## src/pkg/pll_divider_pkg.sv

```systemverilog
package pll_divider_pkg;

  // Build shape
  localparam int NUM_SCALERS  = 5;
  localparam int ADDR_W       = 8;
  localparam int DATA_W       = 32;
  localparam int STRB_W       = DATA_W / 8;
  localparam int CODE_W       = 5;
  localparam int CNT_W        = 6;
  localparam int RATIO_W      = 7;
  localparam int TAP_W        = 3;
  localparam int SKEW_W       = 4;
  localparam int SKEW_STEPS   = 16;
  localparam int SLOT_W       = 4;

  // Oscillator range in MHz and ratio limits
  localparam int VCO_MIN_MHZ      = 320;
  localparam int VCO_MAX_MHZ      = 640;
  localparam int PRE_MAX_RATIO    = 32;
  localparam int SCALER_MAX_RATIO = 64;

  // Register byte addresses
  localparam logic [ADDR_W-1:0] PRESCALE_OFFSET = 8'h00;
  localparam logic [ADDR_W-1:0] SCALER_BASE     = 8'h04;
  localparam logic [ADDR_W-1:0] CONTROL_OFFSET  = 8'h18;
  localparam logic [ADDR_W-1:0] STATUS_OFFSET   = 8'h1c;

  // Prescale register fields
  localparam int IN_RATIO_LSB = 0;
  localparam int FB_RATIO_LSB = 8;
  localparam int TAP_LSB      = 16;

  // Scaler register fields
  localparam int RATIO_LSB    = 0;
  localparam int INVERT_BIT   = 8;
  localparam int SKEW_LSB     = 16;

  // Control and status fields
  localparam int RESTART_BIT  = 0;
  localparam int OUT_LSB      = 0;
  localparam int BYPASS_BIT   = 5;
  localparam int REFERENCE_PAIR_CHOICE_BIT   = 6;
  localparam int FBSEL_BIT    = 7;
  localparam int REFDIV_BIT   = 8;
  localparam int FBDIV_BIT    = 9;
  localparam int LOCKOK_BIT   = 10;

  // Reset values
  localparam logic [DATA_W-1:0] PRESCALE_RESET = 32'h0000_0000;
  localparam logic [DATA_W-1:0] SCALER_RESET   = 32'h0000_0000;

  // Register slots from address decode
  localparam logic [SLOT_W-1:0] SLOT_PRESCALE = 4'h5;
  localparam logic [SLOT_W-1:0] SLOT_CONTROL  = 4'h6;
  localparam logic [SLOT_W-1:0] SLOT_STATUS   = 4'h7;
  localparam logic [SLOT_W-1:0] SLOT_NONE     = 4'h8;

  // Synchroniser pin positions
  localparam int PIN_REFERENCE_PAIR_A       = 0;
  localparam int PIN_REFERENCE_PAIR_B       = 1;
  localparam int PIN_FBA        = 2;
  localparam int PIN_FBB        = 3;
  localparam int PIN_REF_CHOICE = 4;
  localparam int PIN_FB_CHOICE  = 5;
  localparam int PIN_BYPASS     = 6;
  localparam int PIN_W          = 7;

  // Bus responses
  localparam logic [1:0] RESP_OKAY   = 2'h0;
  localparam logic [1:0] RESP_SLVERR = 2'h2;

endpackage : pll_divider_pkg

```

## src/design/pll_divider_select_bypass.sv

```systemverilog
// The register offsets and register access over AXI4-Lite were chosen for this implementation.
`timescale 1ns/1ps

// Functional notes
// Input prescaler divides the chosen reference by any integer 1 to 32.
// Feedback prescaler divides the feedback clock by any integer 1 to 32.
// Five scalers, each independently set to even ratio 2 to 64, run on oscillator.
// Locked output frequency is ref times N times tap ratio over M times own ratio.
// Feedback may tap any one scaler, which may still drive its own output.
// Ratio 2 or any multiple of 4 gives a 50% duty cycle.
// Other ratios 6 and up are high for half the ratio minus one periods.
// Inverted output duty cycle is 100% minus the plain one.
// Bypass high feeds prescaled reference straight to scalers; low uses oscillator.
// In bypass each scaler divides by half its ratio, 1 to 32.
// Bypass removes lock detection and output skew.
// Output skew steps are counted in oscillator periods.
// Larger variant: reference choice 0 picks pair A, 1 picks pair B.
// Larger variant: feedback choice 0 picks pair A, 1 picks pair B.
// Smaller variant has single reference and feedback pairs, no selection.
// Oscillator spans 320 to 640 MHz, outputs 5 to 320 MHz.
// Software should use the smallest workable input prescaler ratio.
// Software should keep both prescaler outputs at 10 MHz or more.
// Software should keep feedback ratio times tap ratio at 64 or less.
// All scalers leave reset or restart on the same oscillator edge.
module pll_divider_select_bypass
  import pll_divider_pkg::*;
#(
  parameter bit LARGE_VARIANT = 1'b1
) (
  input  wire logic              core_clk,
  input  wire logic              rst_n,
  input  wire logic [ADDR_W-1:0] awaddr,
  input  wire logic              awvalid,
  output      logic              awready,
  input  wire logic [DATA_W-1:0] wdata,
  input  wire logic [STRB_W-1:0] wstrb,
  input  wire logic              wvalid,
  output      logic              wready,
  output      logic [1:0]        bresp,
  output      logic              bvalid,
  input  wire logic              bready,
  input  wire logic [ADDR_W-1:0] araddr,
  input  wire logic              arvalid,
  output      logic              arready,
  output      logic [DATA_W-1:0] rdata,
  output      logic [1:0]        rresp,
  output      logic              rvalid,
  input  wire logic              rready,
  input  wire logic              referencePairA,
  input  wire logic              referencePairB,
  input  wire logic              referencePairChoice,
  input  wire logic              feedbackPairA,
  input  wire logic              feedbackPairB,
  input  wire logic              feedbackPairChoice,
  input  wire logic              bypassControl,
  output      logic [NUM_SCALERS-1:0] clockOut,
  output      logic              refPrescaled,
  output      logic              fbPrescaled,
  output      logic              lockDetectAllowed
);

  typedef struct packed {
    logic [PIN_W-1:0]                            sync1;
    logic [PIN_W-1:0]                            sync2;
    logic [DATA_W-1:0]                           prescaleReg;
    logic [NUM_SCALERS-1:0][DATA_W-1:0]          scalerReg;
    logic                                        refPrev;
    logic                                        fbPrev;
    logic                                        bypassPrev;
    logic [CODE_W-1:0]                           refCnt;
    logic [CODE_W-1:0]                           fbCnt;
    logic [NUM_SCALERS-1:0][CNT_W-1:0]           cnt;
    logic [NUM_SCALERS-1:0][SKEW_STEPS-1:0]      dly;
    logic [NUM_SCALERS-1:0]                      outClk;
    logic                                        refDivOut;
    logic                                        fbDivOut;
    logic                                        awHave;
    logic                                        wHave;
    logic [ADDR_W-1:0]                           awAddr;
    logic [DATA_W-1:0]                           wData;
    logic [STRB_W-1:0]                           wStrb;
    logic                                        bvalid;
    logic [1:0]                                  bresp;
    logic                                        rvalid;
    logic [DATA_W-1:0]                           rdata;
    logic [1:0]                                  rresp;
  } state_t;

  localparam state_t STATE_RESET = '{
    prescaleReg: PRESCALE_RESET,
    scalerReg:   {NUM_SCALERS{SCALER_RESET}},
    default:     '0
  };

  function automatic logic [RATIO_W-1:0] scalerRatio(input logic [CODE_W-1:0] code);
    scalerRatio = {1'b0, code, 1'b0} + 7'h02;
  endfunction : scalerRatio

  function automatic logic [RATIO_W-1:0] preRatio(input logic [CODE_W-1:0] code);
    preRatio = {2'h0, code} + 7'h01;
  endfunction : preRatio

  function automatic logic [RATIO_W-1:0] highTime(input logic [RATIO_W-1:0] v);
    if (v == 7'h02 || v[1:0] == 2'h0) begin
      highTime = v >> 1;
    end else begin
      highTime = (v >> 1) - 7'h01;
    end
  endfunction : highTime

  function automatic logic divLevel(input logic [CNT_W-1:0]   c,
                                    input logic [RATIO_W-1:0] r,
                                    input logic               inLvl);
    if (r == 7'h01) begin
      divLevel = inLvl;
    end else begin
      divLevel = {1'b0, c} < (r >> 1);
    end
  endfunction : divLevel

  function automatic logic [CNT_W-1:0] wrapStep(input logic [CNT_W-1:0]   c,
                                                input logic [RATIO_W-1:0] r);
    if ({1'b0, c} >= r - 7'h01) begin
      wrapStep = '0;
    end else begin
      wrapStep = c + 6'h01;
    end
  endfunction : wrapStep

  function automatic logic [SLOT_W-1:0] regSlot(input logic [ADDR_W-1:0] a);
    logic [ADDR_W-1:0] rel;
    rel = a - SCALER_BASE;
    regSlot = SLOT_NONE;
    if (a == PRESCALE_OFFSET) begin
      regSlot = SLOT_PRESCALE;
    end else if (a == CONTROL_OFFSET) begin
      regSlot = SLOT_CONTROL;
    end else if (a == STATUS_OFFSET) begin
      regSlot = SLOT_STATUS;
    end else if (a[1:0] == 2'h0 && a >= SCALER_BASE && rel[7:2] < 6'(NUM_SCALERS)) begin
      regSlot = rel[5:2];
    end
  endfunction : regSlot

  function automatic logic [DATA_W-1:0] mergeStrb(input logic [DATA_W-1:0] old,
                                                  input logic [DATA_W-1:0] data,
                                                  input logic [STRB_W-1:0] strb);
    mergeStrb = old;
    for (int b = 0; b < STRB_W; b++) begin
      if (strb[b]) begin
        mergeStrb[b*8 +: 8] = data[b*8 +: 8];
      end
    end
  endfunction : mergeStrb

  logic                                rstMeta;
  logic                                rstSync;
  state_t                              q;
  state_t                              n;
  logic                                bypassOn;
  logic                                refChoiceSel;
  logic                                fbChoiceSel;
  logic                                refLevel;
  logic                                fbExtLevel;
  logic                                fbSrc;
  logic [TAP_W-1:0]                    tapSel;
  logic [RATIO_W-1:0]                  inRatio;
  logic [RATIO_W-1:0]                  fbRatio;
  logic                                refEdge;
  logic                                fbEdge;
  logic                                refDivLevel;
  logic                                refDivEdge;
  logic                                fbDivLevel;
  logic [NUM_SCALERS-1:0][RATIO_W-1:0] vRatio;
  logic [NUM_SCALERS-1:0][RATIO_W-1:0] bpRatio;
  logic [NUM_SCALERS-1:0]              rawLevel;
  logic                                awTake;
  logic                                wTake;
  logic                                restart;
  logic [PIN_W-1:0]                    pins;

  always_ff @(posedge core_clk or negedge rst_n) begin
    if (!rst_n) begin
      rstMeta <= 1'b0;
      rstSync <= 1'b0;
    end else begin
      rstMeta <= 1'b1;
      rstSync <= rstMeta;
    end
  end

  assign pins = {bypassControl, feedbackPairChoice, referencePairChoice,
                 feedbackPairB, feedbackPairA, referencePairB, referencePairA};

  // Pin selection, smaller variant ties choices to pair A
  assign bypassOn     = q.sync2[PIN_BYPASS];
  assign refChoiceSel = LARGE_VARIANT ? q.sync2[PIN_REF_CHOICE] : 1'b0;
  assign fbChoiceSel  = LARGE_VARIANT ? q.sync2[PIN_FB_CHOICE] : 1'b0;
  assign refLevel     = refChoiceSel ? q.sync2[PIN_REFERENCE_PAIR_B] : q.sync2[PIN_REFERENCE_PAIR_A];
  assign fbExtLevel   = fbChoiceSel ? q.sync2[PIN_FBB] : q.sync2[PIN_FBA];

  // Prescalers
  assign inRatio     = preRatio(q.prescaleReg[IN_RATIO_LSB +: CODE_W]);
  assign fbRatio     = preRatio(q.prescaleReg[FB_RATIO_LSB +: CODE_W]);
  assign tapSel      = q.prescaleReg[TAP_LSB +: TAP_W];
  assign fbSrc       = (tapSel < TAP_W'(NUM_SCALERS)) ? rawLevel[tapSel] : fbExtLevel;
  assign refEdge     = refLevel & ~q.refPrev;
  assign fbEdge      = fbSrc & ~q.fbPrev;
  assign refDivLevel = divLevel({1'b0, q.refCnt}, inRatio, refLevel);
  assign fbDivLevel  = divLevel({1'b0, q.fbCnt}, fbRatio, fbSrc);
  assign refDivEdge  = refDivLevel & ~q.refDivOut;

  // Scaler levels: oscillator mode uses the duty table, bypass halves the ratio
  for (genvar k = 0; k < NUM_SCALERS; k++) begin : g_scaler
    assign vRatio[k]   = scalerRatio(q.scalerReg[k][RATIO_LSB +: CODE_W]);
    assign bpRatio[k]  = vRatio[k] >> 1;
    assign rawLevel[k] = bypassOn ? divLevel(q.cnt[k], bpRatio[k], refDivLevel)
                                  : ({1'b0, q.cnt[k]} < highTime(vRatio[k]));
  end

  assign awready = !q.awHave && !q.bvalid;
  assign wready  = !q.wHave && !q.bvalid;
  assign arready = !q.rvalid;
  assign awTake  = awvalid && awready;
  assign wTake   = wvalid && wready;

  always_comb begin
    logic              haveA;
    logic              haveW;
    logic [ADDR_W-1:0] addrW;
    logic [DATA_W-1:0] dataW;
    logic [STRB_W-1:0] strbW;
    logic [SLOT_W-1:0] slot;
    logic [DATA_W-1:0] rd;
    logic [SKEW_W-1:0] skew;
    logic              sel;
    logic              ctrlPulse;
    haveA     = q.awHave || awTake;
    haveW     = q.wHave || wTake;
    addrW     = q.awHave ? q.awAddr : awaddr;
    dataW     = q.wHave ? q.wData : wdata;
    strbW     = q.wHave ? q.wStrb : wstrb;
    slot      = regSlot(addrW);
    rd        = '0;
    skew      = '0;
    sel       = 1'b0;
    ctrlPulse = 1'b0;
    n         = q;

    n.sync1 = pins;
    n.sync2 = q.sync1;

    // Write channel pairing, address and data in either order
    if (haveA && haveW) begin
      n.awHave = 1'b0;
      n.wHave  = 1'b0;
      n.bvalid = 1'b1;
      n.bresp  = RESP_OKAY;
      if (slot == SLOT_PRESCALE) begin
        n.prescaleReg = mergeStrb(q.prescaleReg, dataW, strbW);
      end else if (slot == SLOT_CONTROL) begin
        ctrlPulse = strbW[0] && dataW[RESTART_BIT];
      end else if (slot < SLOT_W'(NUM_SCALERS)) begin
        n.scalerReg[slot] = mergeStrb(q.scalerReg[slot], dataW, strbW);
      end else begin
        n.bresp = RESP_SLVERR;
      end
    end else begin
      n.awHave = haveA;
      n.wHave  = haveW;
      if (awTake) begin
        n.awAddr = awaddr;
      end
      if (wTake) begin
        n.wData = wdata;
        n.wStrb = wstrb;
      end
    end
    if (q.bvalid && bready) begin
      n.bvalid = 1'b0;
    end

    // Read channel
    if (arvalid && arready) begin
      slot = regSlot(araddr);
      rd   = '0;
      if (slot == SLOT_PRESCALE) begin
        rd = q.prescaleReg;
      end else if (slot == SLOT_STATUS) begin
        rd[OUT_LSB +: NUM_SCALERS] = q.outClk;
        rd[BYPASS_BIT]             = bypassOn;
        rd[REFERENCE_PAIR_CHOICE_BIT]             = refChoiceSel;
        rd[FBSEL_BIT]              = fbChoiceSel;
        rd[REFDIV_BIT]             = q.refDivOut;
        rd[FBDIV_BIT]              = q.fbDivOut;
        rd[LOCKOK_BIT]             = !bypassOn;
      end else if (slot < SLOT_W'(NUM_SCALERS)) begin
        rd = q.scalerReg[slot];
      end
      n.rvalid = 1'b1;
      n.rdata  = rd;
      n.rresp  = (slot == SLOT_NONE || slot == SLOT_CONTROL) ? RESP_SLVERR : RESP_OKAY;
    end else if (q.rvalid && rready) begin
      n.rvalid = 1'b0;
    end

    // Prescaler counters advance on input rising edges
    n.refPrev   = refLevel;
    n.fbPrev    = fbSrc;
    n.refDivOut = refDivLevel;
    n.fbDivOut  = fbDivLevel;
    if (refEdge) begin
      n.refCnt = CODE_W'(wrapStep({1'b0, q.refCnt}, inRatio));
    end
    if (fbEdge) begin
      n.fbCnt = CODE_W'(wrapStep({1'b0, q.fbCnt}, fbRatio));
    end

    // Scalers: common restart, oscillator or prescaled reference as step source
    n.bypassPrev = bypassOn;
    for (int k = 0; k < NUM_SCALERS; k++) begin
      if (restart) begin
        n.cnt[k] = '0;
      end else if (!bypassOn) begin
        n.cnt[k] = wrapStep(q.cnt[k], vRatio[k]);
      end else if (refDivEdge) begin
        n.cnt[k] = wrapStep(q.cnt[k], bpRatio[k]);
      end
      n.dly[k] = {q.dly[k][SKEW_STEPS-2:0], rawLevel[k]};
      skew     = q.scalerReg[k][SKEW_LSB +: SKEW_W];
      if (bypassOn || skew == '0) begin
        sel = rawLevel[k];
      end else begin
        sel = q.dly[k][skew - 4'h1];
      end
      n.outClk[k] = sel ^ q.scalerReg[k][INVERT_BIT];
    end
    restartNote: begin
    end
    if (ctrlPulse) begin
      n.bypassPrev = bypassOn;
    end
  end

  assign restart = (bypassOn != q.bypassPrev) || (q.bvalid && 1'b0);

  always_ff @(posedge core_clk or negedge rstSync) begin
    if (!rstSync) begin
      q <= STATE_RESET;
    end else begin
      q <= n;
    end
  end

  assign bresp             = q.bresp;
  assign bvalid            = q.bvalid;
  assign rdata             = q.rdata;
  assign rresp             = q.rresp;
  assign rvalid            = q.rvalid;
  assign clockOut          = q.outClk;
  assign refPrescaled      = q.refDivOut;
  assign fbPrescaled       = q.fbDivOut;
  assign lockDetectAllowed = !q.sync2[PIN_BYPASS];

  ref_prescale_wrap_a: assert property (
    @(posedge core_clk) disable iff (!rstSync)
    refEdge && ({2'h0, q.refCnt} >= inRatio - 7'h01) |=> q.refCnt == '0
  ) else $error("reference prescaler did not wrap at its ratio");

  fb_prescale_wrap_a: assert property (
    @(posedge core_clk) disable iff (!rstSync)
    fbEdge && ({2'h0, q.fbCnt} >= fbRatio - 7'h01) |=> q.fbCnt == '0
  ) else $error("feedback prescaler did not wrap at its ratio");

  scaler_wrap_a: assert property (
    @(posedge core_clk) disable iff (!rstSync)
    !bypassOn && !restart && ({1'b0, q.cnt[0]} == vRatio[0] - 7'h01) |=> q.cnt[0] == '0
  ) else $error("scaler did not wrap after its full ratio");

  duty_six_a: assert property (
    @(posedge core_clk) disable iff (!rstSync)
    !bypassOn && vRatio[1] == 7'h06 |-> rawLevel[1] == (q.cnt[1] < 6'h02)
  ) else $error("ratio six is not high for two periods");

  duty_eight_a: assert property (
    @(posedge core_clk) disable iff (!rstSync)
    !bypassOn && vRatio[2] == 7'h08 |-> rawLevel[2] == (q.cnt[2] < 6'h04)
  ) else $error("ratio eight is not high for half its period");

  bypass_hold_a: assert property (
    @(posedge core_clk) disable iff (!rstSync)
    bypassOn && !restart && !refDivEdge |=> $stable(q.cnt[0])
  ) else $error("scaler stepped in bypass without a prescaled reference edge");

  restart_align_a: assert property (
    @(posedge core_clk) disable iff (!rstSync)
    restart |=> q.cnt == '0
  ) else $error("scalers did not restart together");

  bypass_noskew_a: assert property (
    @(posedge core_clk) disable iff (!rstSync)
    bypassOn |=> clockOut[0] == $past(rawLevel[0] ^ q.scalerReg[0][INVERT_BIT])
  ) else $error("bypass output is delayed or wrongly inverted");

  skew_step_a: assert property (
    @(posedge core_clk) disable iff (!rstSync)
    !bypassOn && q.scalerReg[3][SKEW_LSB +: SKEW_W] == 4'h1 && !q.scalerReg[3][INVERT_BIT]
      |=> clockOut[3] == $past(rawLevel[3], 2)
  ) else $error("one skew step is not one oscillator period");

  ref_choice_a: assert property (
    @(posedge core_clk) disable iff (!rstSync)
    LARGE_VARIANT && q.sync2[PIN_REF_CHOICE] |-> refLevel == q.sync2[PIN_REFERENCE_PAIR_B]
  ) else $error("reference choice one did not pick pair B");

  fb_choice_a: assert property (
    @(posedge core_clk) disable iff (!rstSync)
    LARGE_VARIANT && !q.sync2[PIN_FB_CHOICE] |-> fbExtLevel == q.sync2[PIN_FBA]
  ) else $error("feedback choice zero did not pick pair A");

endmodule : pll_divider_select_bypass

```

## config.mk

```make
export PLATFORM = sky130hd
export DESIGN_NAME = pll_divider_select_bypass
export DESIGN_NICKNAME = d
export VERILOG_FILES = /design/src/pkg/pll_divider_pkg.sv /design/src/design/pll_divider_select_bypass.sv
export SDC_FILE = /design/constraint.sdc
export NUM_CORES = 1
export LEC_CHECK = 0
export BUFFER_PORTS_ARGS = -buffer_cell sky130_fd_sc_hd__buf_2
export CAP_MARGIN = 20
export CELL_PAD_IN_SITES_DETAIL_PLACEMENT = 1
export CELL_PAD_IN_SITES_GLOBAL_PLACEMENT = 2
export CORE_ASPECT_RATIO = 1.25
export CORE_MARGIN = 5
export CORE_UTILIZATION = 42
export CTS_CLUSTER_SIZE = 28
export DETAILED_ROUTE_END_ITERATION = 10
export GPL_ROUTABILITY_DRIVEN = 0
export PLACE_DENSITY_LB_ADDON = 0.1
export SETUP_SLACK_MARGIN = 0.1
export SYNTH_ARGS = -nofsm -noshare
export SYNTH_HDL_FRONTEND = slang
export SYNTH_SLANG_ARGS = --single-unit
```

## constraint.sdc

```tcl
create_clock -name core_clk -period 14.9 [get_ports core_clk]
set_input_delay 2.98 -clock core_clk [delete_from_list [all_inputs] [get_ports core_clk]]
set_output_delay 2.98 -clock core_clk [all_outputs]
set_load 0.01 [all_outputs]
```

==> Yosys cells after proc, flatten, opt, wreduce, memory -nomap -nowiden <==
Index checks and enable logic that the tools add are counted.
{ "word_totals": {"ff_bits": 422, "latch_bits": 0, "ramBits": 0, "mem_bits_ro": 0, "input_bits": 66, "out_inout_bits": 49, "elab_cells": 322, "mem_count": 0} }
{ "classes": {"n_addsub": 33, "mul": 0, "div": 0, "order_cmp": 40, "n_eq_ne": 24, "shifts": 0, "muxes": 116, "bitwise": 14, "n_reduce_logical": 54} }
{ "op_table": {"columns": ["cell", "count"], "rows": [
  ["binary-select mux 32 bit (select 3 bit)", 2],
  ["2-to-1 mux 32 bit", 6],
  ["2-to-1 mux 8 bit", 21],
  ["bitwise mux 160 bit", 1],
  ["2-to-1 mux 6 bit", 25],
  ["demux 32 bit (select 3 bit)", 1],
  [">= comparator 6 x 7 -> 1 bit", 10],
  ["subtractor 6 x 1 -> 7 bit (second input constant)", 7],
  ["== test 6 x 1 -> 1 bit (second input constant)", 7],
  ["2-to-1 mux 4 bit", 10],
  ["adder 6 x 2 -> 7 bit (second input constant)", 5],
  ["== test 7 x 2 -> 1 bit (second input constant)", 5],
  ["< comparator 6 x 7 -> 1 bit", 5],
  ["2-to-1 mux 7 bit", 5],
  ["subtractor 7 x 1 -> 7 bit (second input constant)", 5],
  ["== test 8 x 5 -> 1 bit (second input constant)", 4],
  ["adder 6 x 1 -> 6 bit (second input constant)", 5],
  ["< comparator 6 x 5 -> 1 bit", 5],
  ["2-to-1 mux 1 bit", 29],
  ["< comparator 4 x 5 -> 1 bit (second input constant)", 5],
  ["2-to-1 mux 21 bit", 1],
  ["binary-select mux 1 bit (select 4 bit)", 5],
  ["== test 4 x 3 -> 1 bit (second input constant)", 5],
  ["zero test 4 bit", 5],
  ["33 further kinds", 102]
]} }

==> Longest topological paths before layout <==
{ "depth": {"ltp_word": 16, "mapped_depth": 19, "ltp_nobuf": 18} }

==> Worst setup path after synthesis <==
Ideal clock, no wire load.
{ "synth_path": {"kind": "in2reg", "from": "input port awaddr[2]", "to": "register q[311] (netlist bit)", "setup_time_ns": 0.125, "arrival_time_ns": 5.777, "required_ns": 14.775, "path_slack_ns": 8.998, "stages": 9, "n_path_buf": 1, "cell_sequence": "mux2i_1 -> ha_1 -> xor2_1 -> nor2_1 -> or3_1 -> or4_4 -> nor4_2 -> buf_2 -> mux2_2"} }
{ "synth_between": {"elab_chain_cells": 16, "elab_cells_between_ends": 32, "classes_between": "add/sub (1); order compare (5); eq/ne (4); mux (15); bitwise (2); reduce/logical (5)"} }
{ "synth_rtl": {"columns": ["item", "line_no", "source"], "rows": [
  ["from (decl)", "pll_divider_select_bypass.sv:32", "input wire logic [ADDR_W-1:0] awaddr,"],
  ["2-to-1 mux 8 bit *", "pll_divider_select_bypass.sv:240", "addrW = q.awHave ? q.awAddr : awaddr;"],
  ["subtractor 8 x 3 -> 8 bit or >= comparator 8 x 3 -> 1 bit (tied branches)", "pll_divider_select_bypass.sv:132, pll_divider_select_bypass.sv:140", null],
  ["< comparator 6 x 3 -> 1 bit or logical AND 1 bit (tied branches)", "pll_divider_select_bypass.sv:140", "end else if (a[1:0] == 2'h0 && a >= SCALER_BASE && rel[7:2] < 6'(NUM_SCALERS)) begin"],
  ["logical AND 1 bit", "pll_divider_select_bypass.sv:140", null],
  ["2-to-1 mux 4 bit", "pll_divider_select_bypass.sv:140", null],
  ["2-to-1 mux 4 bit", "pll_divider_select_bypass.sv:138", "end else if (a == STATUS_OFFSET) begin"],
  ["2-to-1 mux 4 bit", "pll_divider_select_bypass.sv:136", "end else if (a == CONTROL_OFFSET) begin"],
  ["2-to-1 mux 4 bit *", "pll_divider_select_bypass.sv:134", "if (a == PRESCALE_OFFSET) begin"],
  ["binary-select mux 32 bit (select 3 bit)", "pll_divider_select_bypass.sv:264", "n.scalerReg[slot] = mergeStrb(q.scalerReg[slot], dataW, strbW);"],
  ["2-to-1 mux 32 bit (not written as such)", "pll_divider_select_bypass.sv:264", null],
  ["2-to-1 mux 8 bit", "pll_divider_select_bypass.sv:150", "if (strb[b]) begin"],
  ["2-to-1 mux 8 bit", "pll_divider_select_bypass.sv:263", "end else if (slot < SLOT_W'(NUM_SCALERS)) begin"],
  ["2-to-1 mux 8 bit", "pll_divider_select_bypass.sv:261", "end else if (slot == SLOT_CONTROL) begin"],
  ["2-to-1 mux 8 bit", "pll_divider_select_bypass.sv:259", "if (slot == SLOT_PRESCALE) begin"],
  ["2-to-1 mux 8 bit", "pll_divider_select_bypass.sv:254", "if (haveA && haveW) begin"],
  ["bitwise mux 160 bit", "pll_divider_select_bypass.sv:264", null],
  ["to (signal assigned)", "pll_divider_select_bypass.sv:351", "q <= n;"],
  ["to (decl)", "pll_divider_select_bypass.sv:158", "state_t q;"]
]} }
Mark *: on every way between the ends. The rest lies on a longest branch, timed or not. The select of a mux whose other input is x is not followed.
A chain may end at the register's enable or synchronous reset.

==> Final worst setup path <==
{ "layout_path": {"from": "input port awaddr[2]", "to": "register q[249] (netlist bit)"} }
The elaborated chain is that of the path after synthesis.

==> qor.yml <==
status: "finished, final reports clean"
grt_max_degree: 161
hold_viol_final: 0
port_buffers: 112
synth_area_sq_mm: 0.0241
clk_latency_ps: 590
min_to: "q[407]$_DFF_PN0_"
intPower_uw: 2830
period_minus_slack_ps: 6670
area.sequential_sq_mm: 0.0105
synth.avg_cell_area_sq_um: 10.8
grt_pass1_wl_mm: 119
diodes: 0
endpoint_kind: "register"
post-route-period-util_pct: 44.8
maxCapViolations: 0
finalClockSkew_ps: 12.0
crit_fanout: 38
vias_per_cell: 6.03
setup-violations-final: 0
yosys.area.top_type_share_pct: 43.6
relSlewSlack_pct: 30.5
synth.distinct_cells: 76
cts_tree: "yes"
rrSetupSlack_ps: 9800
fin_setup_tns_ps: 0
io-pin-count: 115
synth_edf_count: 0
crit_required_ps: 15360
route.vias.total: 18400
worstSetupPathType: "primary input to register"
p_sw_uw: 1620
r2r_end: "q[202]$_DFFE_PN0P_"
powerDensity_mw_per_mm2: 165
hold_depth: 0
power_frac_clock_pct: 27.5
synth_ff_type: "dfrtp_1"
yosysWarnings: 0
cts_sinks: 420
hold_path_startpoint: "n[407]$_DFF_PN0_"
drt_first_pass_iters: 5
tightest_slew_ps: 1040
drive_gt1_share_pct: 20.1
grt_usage_pct: 24.1
area_growth_pct: 11.3
startpoint_type: "primary input"
nNetsFinal: 2492
core_region_area_sq_mm: 0.0570
p_sw_share_pct: 36.4
drtAntennaViolNets: 0
netlist_top_cells_area: "dfrtp_1 44%, ha_1 8.3%, mux2_2 7.3%, mux2_1 2.9%, nand2_1 2.3%"
clockBufferDepth: 3
syn_inst: 2228
synthTopCellsByCount: "420 x dfrtp_1, 160 x ha_1, 156 x mux2_2"
async_flop_share_pct: 100
cts_resized: 0
num_rows: 98
routed_wl_mm: 75.7
ys_ff_latch: 420
die_h_um: 278
slew_viol_final: 0
r2r_cells: 16
fillers: 6155
post_cts_buffers: 0
drt_iter0_drc: 998
synth_largest_area_cell: "dfrtp_1"
first_global_vias: 20000
p_seq_share_pct: 37.9
arrival_ps: 7130
antenna_found_initial: 0
hold_buffers: 0
clock-root-buffer: "clkbuf_16"
h-tree-depth: 2
die_area_sq_mm: 0.0624
wl_per_cell_um: 24.8
ir_drop_mv: 0.140
yosysSeqAreaShare_pct: 43.6
yosysMostFrequentCell: "dfrtp_1"
die_w_um: 224
fmax_mhz: 150
rsz0062_at_grt: "no"
drc: 0
place_hpwl_mm: 51.3
cts_inserted_buffers: 46
clkTransAtPathRegs_ps: 60
initial_utilization_pct: 42.3
hp-class: "register to register"
combPwrFrac_pct: 34.6
leakage_uw: 0.0121
multi_input_area_sq_mm: 0.0127
r2r_start: "q[342]$_DFFE_PN0P_"
final_util_pct: 47.1
overflow: 0
## worst max-delay path, cell delays in order
cell	delay, ps
buf_2	120
mux2i_1	590
ha_1	330
xor2_1	250
nor2_1	90
nor3_1	640
a31o_2	250
buf_4	520
nand3_2	530
buf_4	430
mux2_1	360
## power by group through the flow
stage / Sequential [uW] / Combinational [uW] / Clock [uW]
5_1_grt: 1720 / 1700 / 1300
2_1_floorplan: 1580 / 1170 / 0
4_1_cts: 1680 / 1550 / 1260
3_5_place_dp: 1700 / 1540 / 0
6_report: 1680 / 1540 / 1220
3_3_place_gp: 1680 / 1490 / 0
## layer usage
metal  GRT usage, %  share of wire, %  vias to the layer above
met5              0                 0                        -
met4           9.28               4.2                        0
met3           3.20               3.3                      172
met2           43.4                52                      351
met1           29.1                41                     9550
li1               -                 -                     8354
## sequential cells by signal (all words and copies together) (netlist names)
register      flops
fbChoiceSel       1
rstSync           1
bvalid            1
refPrescaled      1
clockOut          5
bresp             1
n                82
fbPrescaled       1
rstMeta           1
bypassOn          1
rresp             1
rvalid            1
q               291
rdata            32
## cells by family after synthesis
family	Yosys count	synth area share [%]
compound gates	537	16.5
xor+xnor	80	2.90
fa+ha+maj	160	8.30
buf+inv	224	4.27
flops	420	43.6
mux	286	14.0
other cells	2	0.0311
simple gates	519	10.4
## cell usage in the layout, fill, tap and decap left out, types with 9 or more instances in the layout
cell type / n
mux4_2: 20
nor3_1: 52
a21o_1: 49
o211ai_1: 11
mux2_2: 156
a22oi_1: 21
nand2b_1: 28
nand2_1: 149
nor2b_1: 16
a211oi_1: 12
mux2_1: 62
nor2_1: 113
buf_4: 36
clkbuf_1: 11
a32oi_2: 31
a21oi_1: 56
ha_1: 160
o21a_1: 10
a31oi_1: 45
nor3b_1: 14
buf_2: 112
inv_1: 63
and2_1: 11
clkbuf_16: 47
a32oi_1: 9
dfrtp_1: 418
xnor2_1: 45
mux2i_1: 47
nand3_1: 51
o21ai_0: 93
a211o_1: 13
o22ai_1: 59
and3_1: 42
xor2_1: 35
a221oi_1: 40
o32ai_1: 13
clkinv_2: 9
a2111oi_0: 11
## per-stage QoR
stage | total power (uW) | area [sq um] | std cells | worst slack [ps] | hold slack [ps]
6_report | 4440 | 26900 | 3054 | 8230 | 347
4_1_cts | 4490 | 26800 | 3052 | 8230 | 350
3_5_place_dp | 3240 | 25200 | 2966 | 7630 | 336
2_1_floorplan | 2750 | 24100 | 2229 | 2330 | 331
3_3_place_gp | 3170 | 25200 | 2966 | 7760 | 332
5_1_grt | 4720 | 26900 | 3054 | 8000 | 362
## final cells by class
type                       instances  area share [%]
clock buffer                      66            4.94
multi-input combinational       1585            47.2
timing repair buffer             150            3.27
tap                              750            3.49
clock inverter                    20            1.03
inverter                          63           0.881
sequential                       420            39.2
## worst max path at each step
stage / from / slack [ps] / depth (start not counted) / end
2_1_floorplan: rstSync$_DFF_PN0_ / 2330 / 0 / bresp[1]$_DFFE_PN0P_
3_3_place_gp: awaddr[2] / 7760 / 11 / q[252]$_DFFE_PN0P_
3_5_place_dp: awaddr[2] / 7630 / 11 / q[249]$_DFFE_PN0P_
4_1_cts: awaddr[2] / 8230 / 11 / q[249]$_DFFE_PN0P_
5_1_grt: awaddr[2] / 8000 / 12 / q[383]$_DFFE_PN0P_
6_report: awaddr[2] / 8230 / 11 / q[249]$_DFFE_PN0P_
(Power assumes the default switching activity.)
